## config.mk

```make
export PLATFORM = sky130hd
export DESIGN_NAME = io_space_decoder
export DESIGN_NICKNAME = d
export VERILOG_FILES = /design/src/io_space_pkg.sv /design/src/io_addr_decode.sv /design/src/io_space_decoder.sv
export VERILOG_INCLUDE_DIRS = /design/src
export SDC_FILE = /design/constraint.sdc
export NUM_CORES = 1
export LEC_CHECK = 0
export BUFFER_PORTS_ARGS = -buffer_cell sky130_fd_sc_hd__buf_2
export CAP_MARGIN = 40
export CORE_ASPECT_RATIO = 1.1
export CORE_MARGIN = 2
export CORE_UTILIZATION = 48
export CTS_BUF_LIST = sky130_fd_sc_hd__clkbuf_8
export CTS_CLUSTER_DIAMETER = 120
export DETAILED_ROUTE_END_ITERATION = 8
export PLACE_DENSITY_LB_ADDON = 0.08
export SYNTH_ARGS = -nofsm -noshare
export SYNTH_HDL_FRONTEND = slang
export SYNTH_SLANG_ARGS = --single-unit
```

## constraint.sdc

```tcl
create_clock -name clk_sys -period 2.05 [get_ports clk_sys]
set_clock_uncertainty 0.2 [all_clocks]
set_input_delay 0.205 -clock clk_sys [delete_from_list [all_inputs] [get_ports clk_sys]]
set_output_delay 0.205 -clock clk_sys [all_outputs]
set_load 0.01 [all_outputs]
```

## src/io_space_params.svh

```systemverilog
// constants for the peripheral register space decoder
// assumes inclusion by the decoder files and the bench only, not by io_space_pkg.sv
`ifndef IO_SPACE_PARAMS_SVH
`define IO_SPACE_PARAMS_SVH
`define IO_PORT_LAST      6'h3F
`define IO_BIT_LAST       6'h1F
`define IO_DATA_OFFSET    16'h0020
`define IO_DATA_FIRST     16'h0020
`define IO_DATA_LAST      16'h005F
`define EXT_IO_FIRST      16'h0060
`define EXT_IO_LAST       16'h00FF
`define SRAM_FIRST        16'h0100
`define SRAM_LAST         16'h04FF
`define SRAM_LAST_COMPAT  16'h045F
`define RESET_BYTE        8'h00
`define RESET_ADDR        16'h0000
`endif

```

## src/io_space_pkg.sv

```systemverilog
// types shared by the peripheral space decoder
// assumes io_space_params.svh is on the include path
package io_space_pkg;
    typedef enum logic [2:0] {
        OP_NONE     = 3'h0,
        OP_LOAD     = 3'h1,
        OP_STORE    = 3'h2,
        OP_PORT_IN  = 3'h3,
        OP_PORT_OUT = 3'h4,
        OP_BIT_SET  = 3'h5,
        OP_BIT_CLR  = 3'h6,
        OP_BIT_TEST = 3'h7
    } access_op_t;

    typedef struct packed {
        access_op_t  op;
        logic [15:0] addr;
        logic [7:0]  wdata;
        logic [2:0]  bitSel;
    } core_req_t;

    typedef enum logic [2:0] {
        TGT_NONE = 3'h0,
        TGT_IO   = 3'h1,
        TGT_EXTIO= 3'h2,
        TGT_SRAM = 3'h3,
        TGT_EXTERNAL_MEMORY_BUS = 3'h4
    } target_t;

    typedef struct packed {
        target_t     tgt;
        logic [7:0]  ioIndex;
        logic [15:0] memAddr;
    } decode_t;

    typedef enum logic [1:0] {
        ST_IDLE  = 2'b00,
        ST_READ  = 2'b01,
        ST_WRITE = 2'b11
    } rmw_state_t;
endpackage : io_space_pkg

```

## src/io_addr_decode.sv

```systemverilog
// combinational map from a core access to its target space
// assumes io_space_params.svh; pure logic, no clock
`timescale 1ns/1ps
`include "io_space_params.svh"
module io_addr_decode (
    input  io_space_pkg::core_req_t req,
    input  wire logic               compatMode,
    input  wire logic               xmemEnable,
    output io_space_pkg::decode_t   dec
);
    // data-space address of the access, port forms shifted up
    logic [15:0] dataAddr;
    logic        portForm;
    always_comb begin
        portForm = (req.op == io_space_pkg::OP_PORT_IN) || (req.op == io_space_pkg::OP_PORT_OUT)
                || (req.op == io_space_pkg::OP_BIT_SET) || (req.op == io_space_pkg::OP_BIT_CLR)
                || (req.op == io_space_pkg::OP_BIT_TEST);
        dataAddr = portForm ? {10'h000, req.addr[5:0]} + `IO_DATA_OFFSET : req.addr;
    end

    // target selection
    always_comb begin
        dec.tgt     = io_space_pkg::TGT_NONE;
        dec.ioIndex = 8'h00;
        dec.memAddr = dataAddr;
        if (req.op == io_space_pkg::OP_NONE) begin
            dec.tgt = io_space_pkg::TGT_NONE;
        end else if (portForm && req.addr[15:6] != 10'h000) begin
            dec.tgt = io_space_pkg::TGT_NONE;
        end else if (portForm && req.op != io_space_pkg::OP_PORT_IN
                     && req.op != io_space_pkg::OP_PORT_OUT
                     && req.addr[5:0] > `IO_BIT_LAST) begin
            dec.tgt = io_space_pkg::TGT_NONE;
        end else if (dataAddr >= `IO_DATA_FIRST && dataAddr <= `IO_DATA_LAST) begin
            dec.tgt     = io_space_pkg::TGT_IO;
            dec.ioIndex = 8'(dataAddr - `IO_DATA_OFFSET);
        end else if (dataAddr >= `EXT_IO_FIRST && dataAddr <= `EXT_IO_LAST) begin
            // only the data forms get here: port forms top out below it
            if (compatMode) begin
                dec.tgt = io_space_pkg::TGT_SRAM;
            end else begin
                dec.tgt     = io_space_pkg::TGT_EXTIO;
                dec.ioIndex = 8'(dataAddr - `IO_DATA_OFFSET);
            end
        end else if (dataAddr >= `SRAM_FIRST
                     && dataAddr <= (compatMode ? `SRAM_LAST_COMPAT : `SRAM_LAST)) begin
            dec.tgt = io_space_pkg::TGT_SRAM;
        end else if (dataAddr < `IO_DATA_FIRST) begin
            dec.tgt = io_space_pkg::TGT_NONE;
        end else if (xmemEnable) begin
            dec.tgt = io_space_pkg::TGT_EXTERNAL_MEMORY_BUS;
        end else begin
            dec.tgt = io_space_pkg::TGT_NONE;
        end
    end
endmodule : io_addr_decode

```

## src/io_space_decoder.sv

```systemverilog
// peripheral register space decoder with bit and flag handling
// assumes a core presenting one request per cycle while reqReady is high
//
// Behaviour
// - every peripheral register is reachable by data loads and stores at its data-space address.
// - single-bit set and clear act on port addresses 0 to 0x1F and nowhere else.
// - in that lower window the skip tests can examine any one bit of a register.
// - port in and out use port addresses 0 to 0x3F, the 64 opcode-encodable locations.
// - a peripheral reached over the data path sits at its port address plus 0x20.
// - the extended window 0x60 to 0xFF is reachable only by data loads and stores.
// - in legacy compatibility mode the extended window maps onto plain data memory.
// - some status flags clear on writing one and ignore writing zero.
// - bit set and clear do a whole-register read-modify-write, clearing set flags.
// - with the external bus on, addresses beyond internal memory go to the external pins.
// - with the external bus off, such addresses never alias onto internal memory.
`timescale 1ns/1ps
`include "io_space_params.svh"
module io_space_decoder (
    input  wire logic               clk_sys,
    input  wire logic               rst_b,
    input  io_space_pkg::core_req_t req,
    input  wire logic               reqValid,
    input  wire logic               compatMode,
    input  wire logic               xmemEnable,
    input  wire logic [7:0]         ioRdata,
    input  wire logic               ioPresent,
    input  wire logic [7:0]         w1cMask,
    input  wire logic [7:0]         sramRdata,
    input  wire logic [7:0]         xmemRdata,
    output logic                    reqReady,
    output logic                    rspValid,
    output logic [7:0]              rspData,
    output logic                    rspBitTrue,
    output logic                    ioRead,
    output logic                    ioWrite,
    output logic [7:0]              ioIndex,
    output logic [7:0]              ioWdata,
    output logic                    sramRead,
    output logic                    sramWrite,
    output logic                    xmemRead,
    output logic                    xmemWrite,
    output logic [15:0]             memAddr,
    output logic [7:0]              memWdata
);
    io_space_pkg::decode_t dec;

    io_addr_decode decodeInst (
        .req        (req),
        .compatMode (compatMode),
        .xmemEnable (xmemEnable),
        .dec        (dec)
    );

    // write-back value of a bit operation; flags read as one go back as one
    function automatic logic [7:0] bitMerge(input logic [7:0] cur,
                                            input logic [2:0] sel,
                                            input logic       setIt);
        logic [7:0] m;
        m = 8'h01 << sel;
        bitMerge = setIt ? (cur | m) : (cur & ~m);
    endfunction : bitMerge

    io_space_pkg::rmw_state_t state_q, state_d;
    logic [7:0]  rmwData_q, rmwData_d;
    logic [2:0]  rmwBit_q, rmwBit_d;
    logic        rmwSet_q, rmwSet_d;
    logic [7:0]  rmwIdx_q, rmwIdx_d;
    logic        rspValid_d, rspBitTrue_d, ioRead_d, ioWrite_d;
    logic        sramRead_d, sramWrite_d, xmemRead_d, xmemWrite_d;
    logic [7:0]  rspData_d, ioIndex_d, ioWdata_d, memWdata_d;
    logic [15:0] memAddr_d;
    logic        pendRd_q, pendRd_d;
    logic        pendTest_q, pendTest_d;
    io_space_pkg::target_t pendTgt_q, pendTgt_d;
    logic [2:0]  pendBit_q, pendBit_d;

    // read-modify-write sequencer and strobe generation
    always_comb begin
        state_d      = state_q;
        rmwData_d    = rmwData_q;
        rmwBit_d     = rmwBit_q;
        rmwSet_d     = rmwSet_q;
        rmwIdx_d     = rmwIdx_q;
        pendRd_d     = 1'b0;
        pendTest_d   = 1'b0;
        pendTgt_d    = pendTgt_q;
        pendBit_d    = pendBit_q;
        rspValid_d   = 1'b0;
        rspData_d    = `RESET_BYTE;
        rspBitTrue_d = 1'b0;
        ioRead_d     = 1'b0;
        ioWrite_d    = 1'b0;
        sramRead_d   = 1'b0;
        sramWrite_d  = 1'b0;
        xmemRead_d   = 1'b0;
        xmemWrite_d  = 1'b0;
        ioIndex_d    = ioIndex;
        ioWdata_d    = ioWdata;
        memAddr_d    = memAddr;
        memWdata_d   = memWdata;
        // returning read data from the previous cycle's strobe
        if (pendRd_q) begin
            rspValid_d = 1'b1;
            unique case (pendTgt_q)
                io_space_pkg::TGT_IO,
                io_space_pkg::TGT_EXTIO: rspData_d = ioPresent ? ioRdata : `RESET_BYTE;
                io_space_pkg::TGT_SRAM:  rspData_d = sramRdata;
                io_space_pkg::TGT_EXTERNAL_MEMORY_BUS:  rspData_d = xmemRdata;
                default:                 rspData_d = `RESET_BYTE;
            endcase
            rspBitTrue_d = pendTest_q & rspData_d[pendBit_q];
        end
        unique case (state_q)
            io_space_pkg::ST_IDLE: begin
                if (reqValid && !pendRd_q) begin
                    ioIndex_d  = dec.ioIndex;
                    memAddr_d  = dec.memAddr;
                    ioWdata_d  = req.wdata;
                    memWdata_d = req.wdata;
                    unique case (req.op)
                        io_space_pkg::OP_LOAD, io_space_pkg::OP_PORT_IN,
                        io_space_pkg::OP_BIT_TEST: begin
                            pendRd_d   = 1'b1;
                            pendTest_d = (req.op == io_space_pkg::OP_BIT_TEST);
                            pendTgt_d  = dec.tgt;
                            pendBit_d  = req.bitSel;
                            ioRead_d   = (dec.tgt == io_space_pkg::TGT_IO)
                                      || (dec.tgt == io_space_pkg::TGT_EXTIO);
                            sramRead_d = (dec.tgt == io_space_pkg::TGT_SRAM);
                            xmemRead_d = (dec.tgt == io_space_pkg::TGT_EXTERNAL_MEMORY_BUS);
                        end
                        io_space_pkg::OP_STORE, io_space_pkg::OP_PORT_OUT: begin
                            // peripheral decides which bits are w1c flags
                            ioWrite_d   = (dec.tgt == io_space_pkg::TGT_IO)
                                       || (dec.tgt == io_space_pkg::TGT_EXTIO);
                            sramWrite_d = (dec.tgt == io_space_pkg::TGT_SRAM);
                            xmemWrite_d = (dec.tgt == io_space_pkg::TGT_EXTERNAL_MEMORY_BUS);
                            rspValid_d  = 1'b1;
                        end
                        io_space_pkg::OP_BIT_SET, io_space_pkg::OP_BIT_CLR: begin
                            if (dec.tgt == io_space_pkg::TGT_IO) begin
                                ioRead_d = 1'b1;
                                rmwBit_d = req.bitSel;
                                rmwSet_d = (req.op == io_space_pkg::OP_BIT_SET);
                                rmwIdx_d = dec.ioIndex;
                                state_d  = io_space_pkg::ST_READ;
                            end else begin
                                rspValid_d = 1'b1; // no effect outside the window
                            end
                        end
                        default: begin
                        end
                    endcase
                end
            end
            io_space_pkg::ST_READ: begin
                rmwData_d = bitMerge(ioRdata, rmwBit_q, rmwSet_q);
                state_d   = io_space_pkg::ST_WRITE;
            end
            io_space_pkg::ST_WRITE: begin
                ioIndex_d  = rmwIdx_q;
                ioWdata_d  = rmwData_q; // w1cMask flags read as one clear here
                ioWrite_d  = 1'b1;
                rspValid_d = 1'b1;
                state_d    = io_space_pkg::ST_IDLE;
            end
            default: state_d = io_space_pkg::ST_IDLE;
        endcase
    end

    // ready only when no sequence or read return is in flight
    always_ff @(posedge clk_sys or negedge rst_b) begin
        if (!rst_b) begin
            state_q    <= io_space_pkg::ST_IDLE;
            rmwData_q  <= `RESET_BYTE;
            rmwBit_q   <= 3'h0;
            rmwSet_q   <= 1'b0;
            rmwIdx_q   <= `RESET_BYTE;
            pendRd_q   <= 1'b0;
            pendTest_q <= 1'b0;
            pendTgt_q  <= io_space_pkg::TGT_NONE;
            pendBit_q  <= 3'h0;
            reqReady   <= 1'b0;
            rspValid   <= 1'b0;
            rspData    <= `RESET_BYTE;
            rspBitTrue <= 1'b0;
            ioRead     <= 1'b0;
            ioWrite    <= 1'b0;
            ioIndex    <= `RESET_BYTE;
            ioWdata    <= `RESET_BYTE;
            sramRead   <= 1'b0;
            sramWrite  <= 1'b0;
            xmemRead   <= 1'b0;
            xmemWrite  <= 1'b0;
            memAddr    <= `RESET_ADDR;
            memWdata   <= `RESET_BYTE;
        end else begin
            state_q    <= state_d;
            rmwData_q  <= rmwData_d;
            rmwBit_q   <= rmwBit_d;
            rmwSet_q   <= rmwSet_d;
            rmwIdx_q   <= rmwIdx_d;
            pendRd_q   <= pendRd_d;
            pendTest_q <= pendTest_d;
            pendTgt_q  <= pendTgt_d;
            pendBit_q  <= pendBit_d;
            reqReady   <= (state_d == io_space_pkg::ST_IDLE) && !pendRd_d;
            rspValid   <= rspValid_d;
            rspData    <= rspData_d;
            rspBitTrue <= rspBitTrue_d;
            ioRead     <= ioRead_d;
            ioWrite    <= ioWrite_d;
            ioIndex    <= ioIndex_d;
            ioWdata    <= ioWdata_d;
            sramRead   <= sramRead_d;
            sramWrite  <= sramWrite_d;
            xmemRead   <= xmemRead_d;
            xmemWrite  <= xmemWrite_d;
            memAddr    <= memAddr_d;
            memWdata   <= memWdata_d;
        end
    end
endmodule : io_space_decoder

```

==> Word-level counts from Yosys, hierarchy flattened <==
Cells that the tools add are included.
{ "op_classes": {"n_lt_le_gt_ge": 9, "shift": 1, "n_eq_ne": 20, "add_sub_neg": 2, "bitwise": 4, "n_reduce_logical": 29, "mux": 62} }
{ "op_table": {"columns": ["op", "n"], "rows": [
  ["2-to-1 mux 8 bit", 12],
  ["one-hot mux 8 bit (2 select lines)", 2],
  ["2-to-1 mux 1 bit", 29],
  ["one-hot mux 8 bit (3 select lines)", 1],
  ["2-to-1 mux 3 bit", 7],
  ["equality test 3 x 2 -> 1 bit, second input constant", 6],
  ["equality test 3 bit, second input constant", 6],
  [">= comparator 16 x 6 -> 1 bit, second input constant", 1],
  [">= comparator 16 x 7 -> 1 bit, second input constant", 1],
  [">= comparator 16 x 9 -> 1 bit, second input constant", 1],
  ["<= comparator 16 x 11 -> 1 bit", 1],
  ["<= comparator 16 x 7 -> 1 bit, second input constant", 1],
  ["<= comparator 16 x 8 -> 1 bit, second input constant", 1],
  ["less-than comparator 16 x 6 -> 1 bit, second input constant", 1],
  ["2-to-1 mux 16 bit", 1],
  ["2-to-1 mux 11 bit", 1],
  ["nonzero test 10 bit", 1],
  ["equality test 3 x 1 -> 1 bit, second input constant", 3],
  ["logical AND 1 bit", 9],
  ["AND 8 bit", 1],
  ["inverter 8 bit", 1],
  ["OR 8 bit", 1],
  ["one-hot mux 1 bit (2 select lines)", 4],
  ["left shift 1 x 3 -> 8 bit, first input constant", 1],
  ["23 further kinds", 34]
]} }
{ "word_totals": {"out_inout_bits": 57, "in_bits": 68, "ff_bits": 87} }

==> Depth between registers and ports, before layout <==
Gate-level depths: netlist of the first run.
{ "logic_depth": {"ltp_word": 21, "ltp_mapped": 12, "depth_no_buf": 10} }

==> Cells and area by module <==
From an unflattened synthesis of the first run, not the netlist that was laid out.
{ "hier_totals": {"cells_unflattened": 447, "hier_area_um2": 4409.2} }
{ "by_module_without_submodules": {"columns": ["module", "seq_area_each_um2", "area_each_um2", "instances", "cells_per_inst"], "rows": [
  ["io_space_decoder", 2177.1, 3818.7, 1, 367],
  ["io_addr_decode", 0.0, 590.6, 1, 80]
]} }

==> Least setup slack after synthesis of the first run <==
OpenSTA, ideal clock, no wires.
{ "synth_timing": {"path_kind": "in2reg", "start": "input req[29] in the netlist's numbering", "end": "register ioIndex[7]", "required_time_ns": 1.769, "t_arrival_ns": 3.044, "setup_ns": 0.081, "stages": 12, "path_buffers": 2, "path_slack_ns": -1.275, "cell_sequence": "clkbuf_1 -> a21o_1 -> clkbuf_1 -> xnor2_1 -> inv_1 -> ha_1 -> or4b_1 -> o32a_1 -> or3_4 -> nor2b_4 -> or3_4 -> o22ai_2"} }
{ "synth_rtl": {"columns": ["item", "line", "rtl"], "rows": [
  ["from (decl)", "io_space_decoder.sv:21", "input io_space_pkg::core_req_t req,"],
  ["to (signal assigned)", "io_space_decoder.sv:189", "ioIndex <= `RESET_BYTE;"],
  ["to (signal assigned)", "io_space_decoder.sv:213", "ioIndex <= ioIndex_d;"],
  ["to (decl)", "io_space_decoder.sv:36", "output logic [7:0] ioIndex,"]
]} }

==> out/summary.txt, run 1 <==
I/O Buffers: 116
Inserted Clock Buffers: 9
Iteration-0 DRC Markers: 202
Int Power: 0.00419 W
Clock latency on the worst-skew pair: 0.35 ns
Worst Setup End Kind: flop
Chip Width: 92.6 um
Antenna-violating nets left: 0
Worst Path Required: 2.13 ns
Seq/Total Area, Yosys: 52.5%
Post-synth top cells: dfrtp_1 (87), nand2_1 (76), nor2_1 (25)
Status: finished with violations
Root buf cell: clkbuf_8
Count leader, synth: dfrtp_1
Yosys cell types: 47
Synthesized net count: 486
Die area: 9400 um2
Largest net degree at the start of global routing: 57
Diodes inserted: 0
Period utilization: 127%
FFs w/ async S/R, synth: 100%
Cell Area, Synth: 4150 um2
Total wire length: 11600 um
Starting Density: 49.3%
Critical path class: input port to flop
Part of the power in registers: 40.8%
Average wire per standard cell: 15.6 um
Vias: 3839
Crit start category: input port
Final setup viols: 16
DRC violations left: 0
Yosys synthesis warning count: 0
Synth top area share: 52.5%
Worst vdd ir: 740 uV
HP Class: input port to flop
GRT Overall Usage: 24.7%
Failing checks: setup timing
Area after DPL: 5370 um2
Crit Path Max Fanout: 3
First-pass GRT wire length: 18100 um
Synthesized instance count: 408
Gp weighted congestion: 0.838
# IOs: 125
CTS HTree Levels: 3
FMAX: 385 MHz
Synth area leaders: dfrtp_1 (53%), nand2_1 (6.9%), mux2i_1 (4.6%)
Sw Ratio: 37.4%
Hpwl dp: 8220 um
Syn_area_per_cell: 10.2 um2
Cell Rows: 35
Synthesis-stage register bit count: 87
Switching power: 0.00250 W
Max_slew headroom: 63.3%
Post-synth EDFFs: 0
Pre-CTS WS: -0.981 ns
Clock network fraction of design power: 16.7%
Initial antenna violation count: 0
Cells after DPL: 683
Pwr Density: 1080 nW/um2
1st-pass router iterations: 4
Worst-margin pin slew: 0.550 ns
CTS tree: done
Final Hold Fails: 0
Clock tree sinks: 87
Synth Flop Type: dfrtp_1
Layout area overhead: 49.4%
Non-Filler Instances: 744
Final Critical Period: 2.60 ns
Grt ovf: 0
Vias/cell: 5.16
Max_cap viols: 0
CTS clk-pin slew, worst paths: 0.09 ns
Post-route cell area: 6190 um2
Core footprint: 8410 um2
Final WS setup: -0.547 ns
Die H: 101 um
Slew Limit Fails: 0
Area leader, netlist: dfrtp_1
Vias in the first global route: 3791
CTS max path bufs: 2
Logic pwr share: 42.5%
RSZ-0062 raised after global routing: true
P_leak: 3.14 nW
Filler cells: 640
Arr. time, crit path: 2.68 ns
Nets: 706
Layout cells sized above 1: 41.7%
-- critical path, cell delays in order --
cell	delay [ns]
buf_6	0.10
a21o_4	0.23
xnor2_4	0.14
inv_2	0.08
ha_4	0.12
or4b_4	0.45
o32a_1	0.32
or3_4	0.40
nor2b_4	0.15
or3_4	0.34
o22ai_2	0.16
-- cell usage in the layout (no fill, tap or decap), drive strengths merged, types with 3 or more instances in the layout --
master / netlist / layout
a21oi: 20 / 20
a221o: 5 / 5
a222oi: 8 / 8
a22o: 9 / 9
and3: 8 / 8
buf: 0 / 201
clkbuf: 23 / 9
clkinv: 0 / 3
dfrtp: 87 / 87
dlygate4sd3: 0 / 30
ha: 10 / 10
inv: 11 / 14
mux2: 8 / 8
mux2i: 19 / 19
nand2: 76 / 76
nand3: 7 / 7
nand3b: 3 / 3
nand4: 6 / 6
nor2: 25 / 25
nor2b: 9 / 9
nor3: 10 / 10
nor3b: 4 / 4
nor4: 3 / 3
o21ai: 22 / 22
o22ai: 3 / 3
or4: 3 / 3
xnor2: 3 / 3
-- per-layer routing --
| metal | vias to the layer above | share of wire (%) | global-route usage, % |
|---|---|---|---|
| met3 | 12 | 3.9 | 3.72 |
| li1 | 1897 | - | - |
| met1 | 1829 | 43 | 31.0 |
| met5 | - | 0 | 0 |
| met4 | 0 | 1.3 | 7.81 |
| met2 | 101 | 52 | 44.4 |
-- layout make-up --
| type | instances | area (um2) | share of cell area, % |
|---|---|---|---|
| Sequential cell | 87 | 2180 | 35.2 |
| Multi-Input combinational cell | 287 | 2050 | 33.2 |
| Timing Repair Buffer | 232 | 1600 | 25.9 |
| Tap cell | 111 | 139 | 2.24 |
| Clock buffer | 9 | 124 | 2.00 |
| Clock inverter | 7 | 55.1 | 0.889 |
| Inverter | 11 | 41.3 | 0.667 |
-- through the flow --
stage               utilization [%]  TNS [ns]  hold WS, ns  power, W
floorplan                         -    -11.78       -0.291   0.00420
global placement               63.9    -12.72      -0.0330   0.00527
detailed placement             63.9    -13.55      -0.0226   0.00536
CTS                            71.7     -4.75     0.000291   0.00658
global route                   73.7     -6.49       0.0247   0.00720
finish                         73.7     -5.47       0.0112   0.00670
-- power by group through the flow --
stage	combinational (W)	sequential, W	clock, W
2_1_floorplan	0.00134	0.00287	0
3_3_place_gp	0.00254	0.00273	0
3_5_place_dp	0.00260	0.00276	0
4_1_cts	0.00271	0.00273	0.00114
5_1_grt	0.00316	0.00281	0.00123
6_report	0.00285	0.00273	0.00112
-- cells by family after synthesis --
kind of cell,Yosys count,share of synthesized area (%)
AOI/OAI and AO/OA,81,13.7
xor gates and xnor gates,5,1.06
adders and majority gates,10,3.02
buffers and inverters,34,3.08
DFF,87,52.5
muxes,29,7.85
and+or+nand+nor,162,18.8
-- what timing repair did --
action	CTS	global route
buffers inserted	6	11
pin swaps	14	19
gates cloned	0	1
endpoints found under the hold margin	77	0
hold buffers	31	0
endpoints found under the setup margin	19	47
gates resized for setup	26	27
-- path summary, 6_finish.rpt --
kind	to	from	cells past startpoint	slack [ns]
max reg2reg	rspBitTrue	pendTgt_q[1]	7	-0.11
min reg2reg	memWdata[7]	memWdata[7]	2	0.28
max in group asynchronous	pendTgt_q[0]	rst_b	3	0.85
min in group asynchronous	memWdata[2]	rst_b	2	0.13
min	rmwData_q[1]	ioRdata[1]	3	0.01
max	ioIndex[7]	req[28]	11	-0.55
-- state kept, by name (all words and copies together), names as in the netlist, 2 cells and up --
signal	cells
memAddr	16
ioIndex	8
ioWdata	8
memWdata	8
rmwData_q	8
rmwIdx_q	8
rspData	8
pendBit_q	3
pendTgt_q	3
rmwBit_q	3
state_q	2
Note: power is estimated with default switching activity, not from simulation.
==> run 2, diff against run 1 <==
- PLACE_DENSITY_LB_ADDON: 0.08 -> 0.2
==> run 2 against run 1 <==
  * Maximum frequency down 1.4%
  * Cell count unchanged
  * First-iteration DRC count down 18%
  * Critical path depth up 1
  * Total power up 0.77%
  * Highest routed layer unchanged
  * The flow still finishes with violations (setup timing)
  * Final area about the same
  * Die area unchanged
  * Setup slack worse by 0.038 ns
  * Critical path type unchanged
  * Non-clock buffer count up 1
  * Flip-flop and latch count unchanged
  * Clock-buffer cell count up 1
==> out/summary.txt, run 2 (synthesized netlist as in run 1, its figures left out) <==
Hold_ws: 0.0236 ns
Final WS setup: -0.585 ns
Worst R2R Start: pendTgt_q[0]
GRT Overall Usage: 25.0%
Total wire length: 11800 um
Nets: 707
Area after DPL: 5310 um2
CTS tree: done
Layout cells sized above 1: 41.1%
Cell Rows: 35
Area occupied by registers: 2180 um2
Worst-margin pin slew: 0.558 ns
Clock latency on the worst-skew pair: 0.36 ns
Period utilization: 129%
Arr. time, crit path: 2.71 ns
Crit start category: input port
Critical path class: input port to flop
Worst Path Required: 2.13 ns
Gp weighted congestion: 0.829
RSZ-0062 raised after global routing: true
Diodes inserted: 0
Chip Width: 92.6 um
Number of flip-flops in the largest register: 16
TNS Setup: -6.39 ns
Max_cap viols: 0
CTS HTree Levels: 3
Root buf cell: clkbuf_8
Grt ovf: 0
Hold Path Depth: 3
Die H: 101 um
CTS clk-pin slew, worst paths: 0.09 ns
Final setup viols: 17
Antenna-violating nets left: 0
Post-route core utilization: 73.6%
Post-route cell area: 6190 um2
Non-Filler Instances: 744
Clock tree sinks: 87
Worst R2R Path Depth: 6
HP Class: input port to flop
Worst hold path startpoint: req[11]
Final Critical Period: 2.63 ns
Starting Density: 49.3%
Status: finished with violations
Die area: 9400 um2
Failing checks: setup timing
Crit Path Max Fanout: 3
Average wire per standard cell: 15.9 um
1st-pass router iterations: 5
DRC violations left: 0
Pwr Density: 1090 nW/um2
Final Hold Fails: 0
Layout area overhead: 49.2%
Vias in the first global route: 3810
Slew Limit Fails: 0
Critical path origin: req[27]
I/O Buffers: 116
Commonest non-fill, non-tap cell in the layout: buf_2
Filler cells: 614
CTS max path bufs: 2
First-pass GRT wire length: 18200 um
Commonest cells after routing, fill and taps aside: buf_2 (113), dfrtp_1 (85), buf_4 (75), nand2_1 (74), dlygate4sd3_1 (34)
Largest net degree at the start of global routing: 88
Cells after DPL: 675
Worst vdd ir: 651 uV
Hpwl dp: 7820 um
FMAX: 380 MHz
Max_slew headroom: 62.8%
Initial antenna violation count: 0
Core footprint: 8410 um2
# IOs: 125
Inserted Clock Buffers: 9
P_leak: 3.12 nW
Vias: 3908
Area of the multi-input gates: 2030 um2
Vias/cell: 5.25
R2r setup slk: -0.18 ns
Worst Setup End Kind: flop
Iteration-0 DRC Markers: 165
Largest Register: memAddr
run 2: cell types whose count changed in the layout (fill, tap and decap cells not counted), sizes merged:
| cell | previous run | this run |
|---|---|---|
| clkinvlp | 1 | 2 |
| clkinv | 3 | 0 |
| inv | 14 | 13 |
| dlymetal6s4s | 1 | 0 |
| bufinv | 0 | 1 |
| clkbuf | 9 | 10 |
| buf | 201 | 199 |
| dlygate4sd3 | 30 | 34 |
run 2: per-layer routing:
layer / part of all wire, % / up-vias / track usage [%]
met1: 42 / 1883 / 31.3
li1: - / 1893 / -
met3: 4.5 / 17 / 3.35
met5: 0 / - / 0
met2: 52 / 115 / 44.0
met4: 1.4 / 0 / 10.3
run 2: power breakdown:
group	internal, W	total (W)	leakage, nW	switching, W
Sequential	0.00235	0.00276	1.11	0.000412
Clock	0.000590	0.00120	0.0962	0.000612
Combinational	0.00133	0.00279	1.91	0.00145
Total	0.00427	0.00675	3.12	0.00248
run 2: what timing repair did:
action / in CTS / in global routing
setup buffers: 15 / 8
endpoints found under the hold margin: 128 / 0
gates cloned: 0 / 1
pin swaps: 15 / 12
setup endpoints to repair: 18 / 39
gates resized for setup: 25 / 21
hold buffers: 34 / 0
run 2: worst max-delay path: stages:
cell and delay [ns]:
buf_6 0.10, buf_6 0.11, a21oi_4 0.15, nand2_2 0.08, nand2_2 0.10, ha_4 0.14
or4b_4 0.46, o32a_1 0.32, or3_4 0.40, nor2b_4 0.14, or3_4 0.35, o22ai_2 0.16
run 2: worst paths after layout:
| check | to |
|---|---|
| max | ioIndex[6] |
| min | ioIndex[0] |
| max reg2reg | rspBitTrue |
| min reg2reg | memWdata[3] |
| max in group asynchronous | pendTgt_q[1] |
| min in group asynchronous | ioWdata[3] |
run 2: cell type report:
cell class | count | area share, %
Sequential cell | 87 | 35.2
Multi-Input combinational cell | 287 | 32.8
Timing Repair Buffer | 233 | 25.9
Tap cell | 111 | 2.24
Clock buffer | 10 | 2.22
Clock inverter | 5 | 0.930
Inverter | 11 | 0.667
run 2: through the flow:
step | power (W) | worst slack [ns]
4_1_cts | 0.00665 | -0.510
6_report | 0.00675 | -0.585
3_3_place_gp | 0.00521 | -0.926
2_1_floorplan | 0.00420 | -1.03
3_5_place_dp | 0.00529 | -1.00
5_1_grt | 0.00719 | -0.639
